File: src/rtl/dtx_map.svh
// Purpose: offsets, field positions and timing counts
// Assumes: apb byte addresses, 32-bit words, pclk at 100 MHz
// Notes:   included by the tone transceiver core and its package users
`ifndef DTX_MAP_SVH
`define DTX_MAP_SVH
// ==========================================================
// register offsets
`define DTX_OFF_TXDATA    12'h000
`define DTX_OFF_RXDATA    12'h004
`define DTX_OFF_CTRL_A    12'h008
`define DTX_OFF_CTRL_B    12'h00c
`define DTX_OFF_STATUS    12'h010
`define DTX_OFF_DIVCFG    12'h014
// ==========================================================
// control a fields
`define DTX_CA_TONE_EN    0
`define DTX_CA_PROGRESS   1
`define DTX_CA_IRQ_EN     2
// control b fields
`define DTX_CB_BURST      0
`define DTX_CB_RX_EN      1
`define DTX_CB_SINGLE     2
`define DTX_CB_COLUMN     3
// status fields
`define DTX_ST_IRQ        0
`define DTX_ST_TX_READY   1
`define DTX_ST_RX_FULL    2
`define DTX_ST_STEER      3
// ==========================================================
// timing
`define DTX_CLK_HZ        100000000
`define DTX_BURST_US      51000
`define DTX_BURST_CYC     ((`DTX_BURST_US / 1000) * (`DTX_CLK_HZ / 1000))
`define DTX_PRESENT_US    40000
`define DTX_ABSENT_US     40000
`define DTX_PRESENT_CYC   ((`DTX_PRESENT_US / 1000) * (`DTX_CLK_HZ / 1000))
`define DTX_ABSENT_CYC    ((`DTX_ABSENT_US / 1000) * (`DTX_CLK_HZ / 1000))
`define DTX_SEGMENTS      32
`define DTX_XTAL_DIV      28
`endif

File: src/rtl/dtx_pkg.sv
// Purpose: shared types of the tone transceiver
// Assumes: nothing beyond the map header
// Notes:   constants live in dtx_map.svh
`default_nettype none
package dtx_pkg;
   typedef enum logic [1:0] {
      DTX_BURST_IDLE,
      DTX_BURST_TONE,
      DTX_BURST_PAUSE
   } dtx_burst_t;
   typedef enum logic [1:0] {
      DTX_RX_IDLE,
      DTX_RX_QUAL,
      DTX_RX_HELD,
      DTX_RX_DROP
   } dtx_rx_t;
endpackage
`default_nettype wire

File: src/rtl/dtx_core.sv
// Purpose: tone transceiver digital core behind an apb slave
// Assumes: tone detector supplies pair-present level and decoded code
// Notes:   guard times counted in pclk cycles instead of an rc network
`default_nettype none
`include "dtx_map.svh"
module dtx_core #(
   parameter int unsigned BURST_CYC   = `DTX_BURST_CYC,
   parameter int unsigned PRESENT_CYC = `DTX_PRESENT_CYC,
   parameter int unsigned ABSENT_CYC  = `DTX_ABSENT_CYC,
   parameter int unsigned XTAL_DIV    = `DTX_XTAL_DIV
) (
   input  wire logic        pclk,
   input  wire logic        presetn,
   input  wire logic        psel,
   input  wire logic        penable,
   input  wire logic        pwrite,
   input  wire logic [11:0] paddr,
   input  wire logic [31:0] pwdata,
   output logic      [31:0] prdata,
   output logic             pready,
   output logic             pslverr,
   input  wire logic        pair_present,
   input  wire logic [3:0]  pair_code,
   input  wire logic        progress_wave,
   output logic             early_steer_out,
   output logic             steer_in_guard_out,
   output logic [3:0]       rx_code_bits,
   output logic             irq_or_progress_wave_pin_o,
   output logic             irq_or_progress_wave_pin_oe,
   output logic [4:0]       low_phase,
   output logic [4:0]       high_phase,
   output logic             low_active,
   output logic             high_active,
   output logic             tone_out_oe
);
   // ==========================================================
   // apb slave
   logic        acc;
   logic        wr;
   logic        rd;
   logic [3:0]  tx_code_r;
   logic [2:0]  ctrl_a_r;
   logic [3:0]  ctrl_b_r;
   logic [3:0]  rx_r;
   logic        steer_r;
   logic        full_r;
   logic        rx_irq_r;
   logic        tx_ready_r;
   logic        tx_irq_r;
   logic        new_digit;
   logic        burst_done;
   logic        status_rd;
   logic        pin_low;

   assign acc       = psel & penable;
   assign wr        = acc & pwrite;
   assign rd        = acc & ~pwrite;
   assign status_rd = rd & (paddr == `DTX_OFF_STATUS);

   function automatic logic known(input logic [11:0] a);
      known = (a == `DTX_OFF_TXDATA) || (a == `DTX_OFF_RXDATA) ||
              (a == `DTX_OFF_CTRL_A) || (a == `DTX_OFF_CTRL_B) ||
              (a == `DTX_OFF_STATUS);
   endfunction

   logic tone_en;
   logic prog;
   logic irq_en;
   logic burst;
   logic rx_en;
   assign tone_en = ctrl_a_r[`DTX_CA_TONE_EN];
   assign prog    = ctrl_a_r[`DTX_CA_PROGRESS];
   assign irq_en  = ctrl_a_r[`DTX_CA_IRQ_EN];
   assign burst   = ctrl_b_r[`DTX_CB_BURST];
   assign rx_en   = ctrl_b_r[`DTX_CB_RX_EN] & ~prog;

   always_ff @(posedge pclk or negedge presetn) begin
      if (!presetn) begin
         pready  <= 1'b0;
         pslverr <= 1'b0;
         prdata  <= 32'h0;
      end else begin
         pready  <= psel & ~penable;
         pslverr <= psel & ~penable & ~known(paddr);
         prdata  <= 32'h0;
         if (psel & ~penable & ~pwrite) begin
            case (paddr)
               `DTX_OFF_RXDATA: prdata <= {28'h0, rx_r};
               `DTX_OFF_CTRL_A: prdata <= {29'h0, ctrl_a_r};
               `DTX_OFF_CTRL_B: prdata <= {28'h0, ctrl_b_r};
               `DTX_OFF_STATUS: prdata <= {28'h0, steer_r, full_r,
                                           tx_ready_r, rx_irq_r | tx_irq_r};
               default:         prdata <= 32'h0;
            endcase
         end
      end
   end

   // control registers; write effect on the ready access edge
   always_ff @(posedge pclk or negedge presetn) begin
      if (!presetn) begin
         ctrl_a_r <= 3'h0;
         ctrl_b_r <= 4'h0;
      end else if (wr & pready) begin
         if (paddr == `DTX_OFF_CTRL_A)
            ctrl_a_r <= pwdata[2:0];
         if (paddr == `DTX_OFF_CTRL_B)
            ctrl_b_r <= pwdata[3:0];
      end
   end

   always_ff @(posedge pclk or negedge presetn) begin
      if (!presetn) begin
         tx_code_r <= 4'h0;
      end else if (!tone_en) begin
         tx_code_r <= 4'h0;
      end else if (wr & pready & (paddr == `DTX_OFF_TXDATA)) begin
         tx_code_r <= pwdata[3:0];
      end
   end

   // ==========================================================
   // receive steering: counters stand in for the rc guard network
   dtx_pkg::dtx_rx_t rx_st;
   logic [31:0]      guard_cnt;
   logic             sig;
   assign sig = pair_present & rx_en;

   always_ff @(posedge pclk or negedge presetn) begin
      if (!presetn) begin
         rx_st     <= dtx_pkg::DTX_RX_IDLE;
         guard_cnt <= 32'h0;
         new_digit <= 1'b0;
      end else begin
         new_digit <= 1'b0;
         case (rx_st)
            dtx_pkg::DTX_RX_IDLE: begin
               guard_cnt <= 32'h0;
               if (sig)
                  rx_st <= dtx_pkg::DTX_RX_QUAL;
            end
            dtx_pkg::DTX_RX_QUAL: begin
               if (!sig) begin
                  rx_st <= dtx_pkg::DTX_RX_IDLE;
               end else if (guard_cnt >= PRESENT_CYC - 1) begin
                  rx_st     <= dtx_pkg::DTX_RX_HELD;
                  new_digit <= 1'b1;
                  guard_cnt <= 32'h0;
               end else begin
                  guard_cnt <= guard_cnt + 32'h1;
               end
            end
            dtx_pkg::DTX_RX_HELD: begin
               guard_cnt <= 32'h0;
               if (!sig)
                  rx_st <= dtx_pkg::DTX_RX_DROP;
            end
            dtx_pkg::DTX_RX_DROP: begin
               if (sig) begin
                  rx_st     <= dtx_pkg::DTX_RX_HELD;
                  guard_cnt <= 32'h0;
               end else if (guard_cnt >= ABSENT_CYC - 1) begin
                  rx_st <= dtx_pkg::DTX_RX_IDLE;
               end else begin
                  guard_cnt <= guard_cnt + 32'h1;
               end
            end
            default: rx_st <= dtx_pkg::DTX_RX_IDLE;
         endcase
      end
   end

   always_ff @(posedge pclk or negedge presetn) begin
      if (!presetn) begin
         rx_r               <= 4'h0;
         rx_code_bits       <= 4'h0;
         steer_r            <= 1'b0;
         early_steer_out    <= 1'b0;
         steer_in_guard_out <= 1'b0;
      end else begin
         early_steer_out    <= sig;
         steer_in_guard_out <= rx_st == dtx_pkg::DTX_RX_HELD;
         steer_r <= (rx_st == dtx_pkg::DTX_RX_HELD) ||
                    (rx_st == dtx_pkg::DTX_RX_DROP);
         if (rx_st == dtx_pkg::DTX_RX_QUAL && sig &&
             guard_cnt >= PRESENT_CYC - 1) begin
            rx_r         <= pair_code;
            rx_code_bits <= pair_code;
         end
      end
   end

   // set beats the clearing status read
   always_ff @(posedge pclk or negedge presetn) begin
      if (!presetn) begin
         full_r   <= 1'b0;
         rx_irq_r <= 1'b0;
         tx_irq_r <= 1'b0;
      end else begin
         if (new_digit) begin
            full_r   <= 1'b1;
            rx_irq_r <= 1'b1;
         end else if (status_rd & pready) begin
            full_r   <= 1'b0;
            rx_irq_r <= 1'b0;
         end
         if (burst_done)
            tx_irq_r <= 1'b1;
         else if (status_rd & pready)
            tx_irq_r <= 1'b0;
      end
   end

   // ==========================================================
   // tone synthesis: divider per group steps a 32-entry phase
   logic [7:0] lo_term;
   logic [7:0] hi_term;
   logic [1:0] row;
   logic [1:0] col;

   // code to row/column pair, same table as the receiver
   always_comb begin
      case (tx_code_r)
         4'h1: begin row = 2'h0; col = 2'h0; end
         4'h2: begin row = 2'h0; col = 2'h1; end
         4'h3: begin row = 2'h0; col = 2'h2; end
         4'h4: begin row = 2'h1; col = 2'h0; end
         4'h5: begin row = 2'h1; col = 2'h1; end
         4'h6: begin row = 2'h1; col = 2'h2; end
         4'h7: begin row = 2'h2; col = 2'h0; end
         4'h8: begin row = 2'h2; col = 2'h1; end
         4'h9: begin row = 2'h2; col = 2'h2; end
         4'ha: begin row = 2'h3; col = 2'h1; end
         4'hb: begin row = 2'h3; col = 2'h0; end
         4'hc: begin row = 2'h3; col = 2'h2; end
         4'hd: begin row = 2'h0; col = 2'h3; end
         4'he: begin row = 2'h1; col = 2'h3; end
         4'hf: begin row = 2'h2; col = 2'h3; end
         default: begin row = 2'h3; col = 2'h3; end
      endcase
   end

   // segment length in crystal ticks: 3.579545e6/(32*f)
   always_comb begin
      case (row)
         2'h0: lo_term = 8'ha0;
         2'h1: lo_term = 8'h92;
         2'h2: lo_term = 8'h84;
         default: lo_term = 8'h76;
      endcase
      case (col)
         2'h0: hi_term = 8'h5c;
         2'h1: hi_term = 8'h54;
         2'h2: hi_term = 8'h4c;
         default: hi_term = 8'h44;
      endcase
   end

   // crystal-rate tick from pclk; approximates 3.579545 MHz
   logic [7:0] xt_cnt;
   logic       xt_tick;
   always_ff @(posedge pclk or negedge presetn) begin
      if (!presetn) begin
         xt_cnt  <= 8'h0;
         xt_tick <= 1'b0;
      end else begin
         xt_tick <= xt_cnt == XTAL_DIV[7:0] - 8'h1;
         xt_cnt  <= (xt_cnt == XTAL_DIV[7:0] - 8'h1) ? 8'h0 : xt_cnt + 8'h1;
      end
   end

   logic       sending;
   logic [4:0] ph_lo;
   logic [4:0] ph_hi;

   // one divider and phase counter per group, each with its own driver
   genvar g;
   generate
      for (g = 0; g < 2; g++) begin : grp
         logic [7:0] div_cnt_r;
         logic [7:0] term;
         logic [4:0] ph_r;
         assign term = (g == 0) ? lo_term : hi_term;
         always_ff @(posedge pclk or negedge presetn) begin
            if (!presetn) begin
               div_cnt_r <= 8'h0;
               ph_r      <= 5'h0;
            end else if (!sending) begin
               div_cnt_r <= 8'h0;
               ph_r      <= 5'h0;
            end else if (xt_tick) begin
               if (div_cnt_r >= term - 8'h1) begin
                  div_cnt_r <= 8'h0;
                  ph_r      <= ph_r + 5'h1;
               end else begin
                  div_cnt_r <= div_cnt_r + 8'h1;
               end
            end
         end
      end
   endgenerate
   assign ph_lo = grp[0].ph_r;
   assign ph_hi = grp[1].ph_r;

   // ==========================================================
   // burst timer
   dtx_pkg::dtx_burst_t bst;
   logic [31:0]         bcnt;
   logic [31:0]         blen;
   assign blen = prog ? (BURST_CYC * 2) : BURST_CYC;

   always_ff @(posedge pclk or negedge presetn) begin
      if (!presetn) begin
         bst        <= dtx_pkg::DTX_BURST_IDLE;
         bcnt       <= 32'h0;
         burst_done <= 1'b0;
         tx_ready_r <= 1'b0;
      end else begin
         burst_done <= 1'b0;
         if (wr & pready & (paddr == `DTX_OFF_TXDATA))
            tx_ready_r <= 1'b0;
         case (bst)
            dtx_pkg::DTX_BURST_IDLE: begin
               bcnt <= 32'h0;
               if (burst & tone_en & wr & pready &
                   (paddr == `DTX_OFF_TXDATA))
                  bst <= dtx_pkg::DTX_BURST_TONE;
            end
            dtx_pkg::DTX_BURST_TONE: begin
               if (bcnt >= blen - 1) begin
                  bcnt <= 32'h0;
                  bst  <= dtx_pkg::DTX_BURST_PAUSE;
               end else begin
                  bcnt <= bcnt + 32'h1;
               end
            end
            dtx_pkg::DTX_BURST_PAUSE: begin
               if (bcnt >= blen - 1) begin
                  bst        <= dtx_pkg::DTX_BURST_IDLE;
                  burst_done <= 1'b1;
                  tx_ready_r <= 1'b1;
               end else begin
                  bcnt <= bcnt + 32'h1;
               end
            end
            default: bst <= dtx_pkg::DTX_BURST_IDLE;
         endcase
         if (!tone_en | !burst)
            bst <= dtx_pkg::DTX_BURST_IDLE;
      end
   end

   // host times non-burst tones by toggling tone enable
   assign sending = tone_en &
                    (burst ? (bst == dtx_pkg::DTX_BURST_TONE) : 1'b1);

   always_ff @(posedge pclk or negedge presetn) begin
      if (!presetn) begin
         low_phase   <= 5'h0;
         high_phase  <= 5'h0;
         low_active  <= 1'b0;
         high_active <= 1'b0;
         tone_out_oe <= 1'b0;
      end else begin
         low_phase   <= ph_lo;
         high_phase  <= ph_hi;
         // single tone picks one group
         low_active  <= sending & ~(ctrl_b_r[`DTX_CB_SINGLE] &
                                    ctrl_b_r[`DTX_CB_COLUMN]);
         high_active <= sending & ~(ctrl_b_r[`DTX_CB_SINGLE] &
                                    ~ctrl_b_r[`DTX_CB_COLUMN]);
         tone_out_oe <= tone_en;
      end
   end

   // ==========================================================
   // shared open-drain pin: low when driven
   always_comb begin
      if (prog)
         pin_low = ~(irq_en & progress_wave);
      else
         pin_low = irq_en & (rx_irq_r | (tx_irq_r & burst));
   end

   always_ff @(posedge pclk or negedge presetn) begin
      if (!presetn) begin
         irq_or_progress_wave_pin_o  <= 1'b0;
         irq_or_progress_wave_pin_oe <= 1'b0;
      end else begin
         irq_or_progress_wave_pin_o  <= 1'b0;
         irq_or_progress_wave_pin_oe <= pin_low;
      end
   end

   // ==========================================================
   // checks
   AST_NO_RX_IN_PROG: assert property (@(posedge pclk) disable iff (!presetn)
      prog |=> !new_digit) else $error("digit in progress mode");
   AST_FULL_ON_NEW: assert property (@(posedge pclk) disable iff (!presetn)
      new_digit |=> full_r && rx_irq_r) else $error("full not set");
   AST_RD_CLEARS: assert property (@(posedge pclk) disable iff (!presetn)
      status_rd && pready && !new_digit |=> !full_r && !rx_irq_r)
      else $error("status read did not clear");
   AST_HOLD_CODE: assert property (@(posedge pclk) disable iff (!presetn)
      !new_digit |-> $stable(rx_r))
      else $error("rx code changed");
   AST_TXCLR: assert property (@(posedge pclk) disable iff (!presetn)
      !tone_en |=> tx_code_r == 4'h0 && !tone_out_oe)
      else $error("tx not cleared");
   AST_READY_SET: assert property (@(posedge pclk) disable iff (!presetn)
      burst_done |-> tx_ready_r) else $error("ready not set");
   AST_STEER: assert property (@(posedge pclk) disable iff (!presetn)
      new_digit |=> steer_r) else $error("steer not set");
   AST_PIN_PROG: assert property (@(posedge pclk) disable iff (!presetn)
      prog && !irq_en |=> irq_or_progress_wave_pin_oe)
      else $error("pin not low");
endmodule
`default_nettype wire

File: config.mk
export PLATFORM = sky130hd
export DESIGN_NAME = dtx_core
export DESIGN_NICKNAME = d
export VERILOG_FILES = /design/src/rtl/dtx_pkg.sv /design/src/rtl/dtx_core.sv
export VERILOG_INCLUDE_DIRS = /design/src /design/src/rtl
export SDC_FILE = /design/constraint.sdc
export NUM_CORES = 1
export LEC_CHECK = 0
export BUFFER_PORTS_ARGS = -buffer_cell sky130_fd_sc_hd__buf_2
export CAP_MARGIN = 20
export CORE_UTILIZATION = 38
export CTS_CLUSTER_DIAMETER = 80
export DETAILED_ROUTE_END_ITERATION = 8
export PLACE_DENSITY_LB_ADDON = 0.25
export SLEW_MARGIN = 20
export SYNTH_ARGS = -nofsm -noshare
export SYNTH_HDL_FRONTEND = slang
export SYNTH_SLANG_ARGS = --single-unit
File: constraint.sdc
create_clock -name pclk -period 3 [get_ports pclk]
set_input_delay 0.6 -clock pclk [delete_from_list [all_inputs] [get_ports pclk]]
set_output_delay 0.6 -clock pclk [all_outputs]
set_load 0.02 [all_outputs]
# After elaboration in Yosys (flattened, before gate mapping)

Memory sizes are Yosys's and may differ from the RTL's.
Index checks and enable logic that the tools add are counted.

Add/subtract/negate cells: 10
Order comparisons: 4
Equality and inequality tests: 28
Muxes and demuxes: 53
Bitwise gates (word level): 35
Reductions and logical operators: 26

Operators by type and width:

| operator                                                            | count |
|---|---|
| 2-to-1 mux 32 bit                                                   | 7 |
| case mux 32 bit (3 select lines)                                    | 2 |
| adder 32 x 1 -> 32 bit, second input constant                       | 2 |
| 2-to-1 mux 8 bit                                                    | 7 |
| greater-or-equal comparator 32 x 22 -> 1 bit, second input constant | 1 |
| greater-or-equal comparator 32 bit                                  | 1 |
| 2-to-1 mux 5 bit                                                    | 6 |
| subtractor 24 x 1 -> 25 bit, second input constant                  | 1 |
| adder 8 x 1 -> 8 bit, second input constant                         | 3 |
| AND 1 bit                                                           | 24 |
| equality test 12 x 4 -> 1 bit, second input constant                | 2 |
| 2-to-1 mux 24 bit                                                   | 1 |
| case mux 8 bit (3 select lines)                                     | 1 |
| 2-to-1 mux 2 bit                                                    | 10 |
| inequality test 3 bit, second input constant                        | 6 |
| greater-or-equal comparator 8 bit                                   | 2 |
| case mux 4 bit (4 select lines)                                     | 1 |
| subtractor 8 x 1 -> 8 bit, second input constant                    | 2 |
| case mux 5 bit (3 select lines)                                     | 1 |
| 2-to-1 mux 1 bit                                                    | 13 |
| equality test 12 x 3 -> 1 bit, second input constant                | 1 |
| equality test 12 x 5 -> 1 bit, second input constant                | 1 |
| logical NOT 12 bit                                                  | 1 |
| AND reduction 2 bit                                                 | 6 |
| other kinds (20)                                                    | 54 |

Bits in registers: 174
ROM bits: 64
Bits of input ports: 55
Output and inout port bits: 55
Logic and storage cells: 188
Memories: 1

Memories:

| memory           | depth | width | read ports | clocked after memory_dff | wr ports | RTL line        | text |
|---|---|---|---|---|---|---|---|
| (name not given) | 16    | 4     | 1          | 0                        | 0        | dtx_core.sv:223 | `case (tx_code_r)` |

# Longest topological paths before layout

Depth in word-level cells: 8
Depth in mapped cells: 16
Mapped depth without buffers: 16

# Least setup slack after synthesis

OpenSTA, ideal clock, no wires.

Kind: register to register
Start: register tx_code_r[0]
End: register grp[0].ph_r[0]
Setup time: 0.125 ns
Data arrival time: 2.793 ns
Data required time: 2.875 ns
Setup slack: 0.082 ns
Stages on the path, launching flop included: 15
Buffers on the path: 0
Period minus slack after synthesis: 2.918 ns
Cell sequence: dfrtp_1 inv_1 ha_1 nand2_1 o21ai_0 nand2_1 o31a_1 ha_1 ha_1 a21oi_1 o21ai_0 nand4_1 and2_1 nor2_1 mux2_2

Word-level cells in the longest chain between the ends: 7
Elaborated cells on any way between the ends: 9
Those cells by class: add/sub (1); order compare (1); eq/ne (3); mux (1); reduce/logical (2); memory (1)

RTL lines:

| what                                              | RTL line        | text |
|---|---|---|
| start, declared                                   | dtx_core.sv:41  | `logic [3:0] tx_code_r;` |
| start signal, assigned                            | dtx_core.sv:118 | `tx_code_r <= pwdata[3:0];` |
| memory (16 x 4 bit) *                             | n/a             |  |
| equality test 2 bit (tied with other cells)       | dtx_core.sv:245 | `case (row)` |
| case mux 8 bit (3 select lines) *                 | dtx_core.sv:245 |  |
| subtractor 8 x 1 -> 8 bit *                       | dtx_core.sv:292 | `if (div_cnt_r >= term - 8'h1) begin` |
| greater-or-equal comparator 8 bit *               | dtx_core.sv:292 |  |
| inequality test 2 x 1 -> 1 bit (no source line) * | n/a             |  |
| AND reduction 2 bit (no source line) *            | n/a             |  |
| end signal, assigned                              | dtx_core.sv:294 | `ph_r <= ph_r + 5'h1;` |
| end, declared                                     | dtx_core.sv:282 | `logic [4:0] ph_r;` |

Every way passes the cells marked *; elsewhere a longest branch is shown, timed or not.
A chain may end at the register's enable or synchronous reset.

# Final worst setup path

Start: register guard_cnt[14]
End: register guard_cnt[7]

Word-level cells in the longest chain between the ends: 4
Elaborated cells on any way between the ends: 6
Those cells by class: order compare (1); eq/ne (1); mux (3); reduce/logical (1)

RTL lines:

| what                                           | RTL line                         | text |
|---|---|---|
| start, declared                                | dtx_core.sv:125                  | `logic [31:0] guard_cnt;` |
| start signal, assigned                         | dtx_core.sv:150                  | `guard_cnt <= guard_cnt + 32'h1;` |
| start signal, assigned                         | dtx_core.sv:165                  | `guard_cnt <= guard_cnt + 32'h1;` |
| greater-or-equal comparator 32 x 22 -> 1 bit * | dtx_core.sv:145, dtx_core.sv:162 |  |
| 2-to-1 mux 32 bit                              | dtx_core.sv:145                  | `end else if (guard_cnt >= PRESENT_CYC - 1) begin` |
| 2-to-1 mux 32 bit                              | dtx_core.sv:143                  | `if (!sig) begin` |
| case mux 32 bit (3 select lines)               | dtx_core.sv:136                  | `case (rx_st)` |

Every way passes the cells marked *; elsewhere a longest branch is shown, timed or not. The select of a mux whose other input is x is not followed.

==> flow_metrics.env <==
export IMPL_wl_met2_um=7852
export IMPL_fin_util=0.4624
export IMPL_first_iter_violations=200
export IMPL_cp_end_kind="flip-flop"
export IMPL_syn_avg_cell_area_um2=9.675
export IMPL_antenna_found_initial=1
export IMPL_fp_dieW_um=144.4
export IMPL_status="finished, final reports clean"
export IMPL_grt_overflow_total=0
export IMPL_n_antenna_cell=0
export IMPL_critical_path_required_ns=3.35
export IMPL_path_class="reg -> reg"
export IMPL_synth_cells=796
export IMPL_cts_sinks=146
export IMPL_top_layer="met5"
export IMPL_p_total_mw=4.453
export IMPL_die_h_um=144.4
export IMPL_dr_pass1_iters=4
export IMPL_clock_latency_ns=0.42
export IMPL_dpl_hpwl_um=11740
export IMPL_die_area_um2=20840
export IMPL_fill_cells=1886
export IMPL_setup_tns_ns=0
export IMPL_grt_usage=0.1728
export IMPL_yosysTopAreaCell="dfrtp_1"
export IMPL_rsz0062_at_grt="no"
export IMPL_drc_errors=0
export IMPL_synth_top_area_frac=0.4744
export IMPL_core_area_um2=19650
export IMPL_final_nets=975
export IMPL_vias=5878
export IMPL_synthDistinctLibCells=56
export IMPL_wirelength_met1_um=7986
export IMPL_cts_tree="built"
export IMPL_syn_area_um2=7701
export IMPL_pin_count=110
export IMPL_skew_ns=0.009037
export IMPL_area_delta_synth_final_pct=18.00
export IMPL_wl_per_cell_um=14.34
export IMPL_final_cell_mix="146 x dfrtp_1, 75 x nand2_1, 63 x nor2_1, 51 x buf_2, 44 x o21ai_0"
export IMPL_grt_max_degree=61
export IMPL_fmax_mhz=348.5
export IMPL_htreeDepth=4
export IMPL_cts_root_buf="clkbuf_16"
export IMPL_postLayoutSetupSlackWorst_ns=0.1304
export IMPL_place_congestion=0.7694
export IMPL_grt_pass1_wl_um=28050
export IMPL_placed_cells=1122
export IMPL_hold_class="in -> async"
export IMPL_place_ws_ns=0.07358
export IMPL_max_slew_margin=0.5921
export IMPL_synth_area_top_cells="dfrtp_1 47%, ha_1 7.0%, nand2_1 3.7%, nor2_1 3.2%, o21ai_0 2.9%"
export IMPL_yosysSeqAreaShare=0.4744
export IMPL_startpoint_type="flip-flop"
export IMPL_yosys_most_used_dff="dfrtp_1"
export IMPL_finalWirelength_um=16540
export IMPL_clkTransAtPathRegs_ns=0.07
export IMPL_power_density_nw_per_um2=490.0
export IMPL_placementRows=51
export IMPL_finalHoldViolations=0
export IMPL_fin_crit_ns=2.870
export IMPL_drv_slew=0
export IMPL_postCtsHoldBufs=0
export IMPL_clock_path_buffers=2
export IMPL_leakagePower_nw=4.215
export IMPL_maxCapViolCount=0
export IMPL_critPathArrivalTime_ns=3.22
export IMPL_vdd_ir_drop_max_mv=0.3322
export IMPL_route_met3_wl_um=546
export IMPL_cp_max_fo=23
export IMPL_via_per_inst=5.098
export IMPL_cts_buffers=17
export IMPL_fin_crit_sh=0.9565
export IMPL_synth_edf_count=0
export IMPL_async_reset_ff_frac=1.000
export IMPL_grt_pass1_vias=5698
export IMPL_yosys_warnings=0
export IMPL_drive_gt1_frac=0.1655
export IMPL_setup_violations=0
export IMPL_final_cell_count_no_fill=1153
export IMPL_final_common_cell="dfrtp_1"
export IMPL_ys_ff_latch=146
export IMPL_initial_core_util=0.3918
export IMPL_worstMarginPinSlew_ns=0.6096
export IMPL_postRouteAntennaNets=0
export IMPL_io_buffer_count=52
## report_power, final
group | total (mW) | switching [mW] | internal [mW]
clock | 2.37 | 0.852 | 1.52
combinational | 0.108 | 0.0868 | 0.0212
sequential | 1.97 | 0.00162 | 1.97
total | 4.45 | 0.940 | 3.51
## area by class of cell
cell class	instances	area (µm²)	area share
Sequential cell	146	3654	0.4020
Multi-Input combinational cell	597	3769	0.4147
Inverter	26	97.59	0.01074
Tap cell	265	331.6	0.03649
Clock inverter	11	201.4	0.02217
Clock buffer	19	452.9	0.04984
Timing Repair Buffer	89	581.8	0.06402
## per-layer routing
| metal | global-route usage | up-vias |
|---|---|---|
| met5 | 0 | - |
| met4 | 0.04211 | 2 |
| met3 | 0.04172 | 15 |
| met2 | 0.2874 | 86 |
| met1 | 0.2248 | 2824 |
| li1 | - | 2951 |
## worst paths after layout
kind / start / to / slack [ns] / depth (start not counted)
hold / removal: presetn / bcnt[4]$_DFFE_PN0P_ / 0.15 / 1
hold reg to reg: grp[0].ph_r[4]$_DFFE_PN0P_ / low_phase[4]$_DFF_PN0_ / 0.41 / 0
setup reg to reg: guard_cnt[14]$_DFFE_PN0P_ / guard_cnt[7]$_DFFE_PN0P_ / 0.13 / 8
setup / recovery: guard_cnt[14]$_DFFE_PN0P_ / guard_cnt[7]$_DFFE_PN0P_ / 0.13 / 8
min in group pclk: progress_wave / irq_or_progress_wave_pin_oe$_DFF_PN0_ / 0.39 / 2
max in group asynchronous: presetn / low_phase[2]$_DFF_PN0_ / 2.06 / 2
## through the flow
| stage | hold slack (ns) | area [µm²] |
|---|---|---|
| after floorplan | 0.3044 | 7806 |
| after global placement | 0.3875 | 8403 |
| after detailed placement | 0.3914 | 8403 |
| after CTS | 0.1745 | 9057 |
| after global routing | 0.1981 | 9087 |
| final | 0.1544 | 9087 |
## state kept, by name, summed over array words and instances (netlist names), 2 cells and up, named ones only
name	cells
prdata	4
ctrl_a_r	3
grp.div_cnt_r	16
guard_cnt	32
low_phase	5
xt_cnt	8
ctrl_b_r	4
bst	2
rx_r	4
grp.ph_r	10
tx_code_r	4
high_phase	5
bcnt	32
## cells by family (layout without fill, tap and decap cells)
logic type	Yosys count	in the layout	synth area share
and+or+nand+nor	324	324	0.2143
AOI/OAI and AO/OA	151	151	0.1235
DFF	146	146	0.4744
buffers and inverters	81	145	0.05459
adders and majority gates	43	43	0.06986
xor gates and xnor gates	27	27	0.03071
muxes	23	23	0.03217
other	1	29	0.0004869
## critical path, cell delays in order, from the launching register on
cell and delay (ns):
dfrtp_1 0.38, or4_1 0.55, or4_1 0.41, o221ai_1 0.28
a21o_2 0.22, a31oi_4 0.12, buf_12 0.20, or4_1 0.49
a21oi_1 0.14
## cell usage after synthesis, types with 13 or more instances
master and count:
dfrtp_1 146, nand2_1 75, nor2_1 65, o21ai_0 45, ha_1 43, a21oi_1 39, nand3_1 38, buf_4 29
nor3_1 27, inv_1 26, clkbuf_1 23, nand4_1 20, xnor2_1 19, and2_1 17, and3_1 17, o31ai_1 16
mux2_2 14, or3_1 13
## repair_timing
action                                  CTS  global route
setup buffers                             0             1
endpoints found under the setup margin    0            33
gates resized for setup                   0             5
No activity file was read; power rests on OpenSTA's default activity.
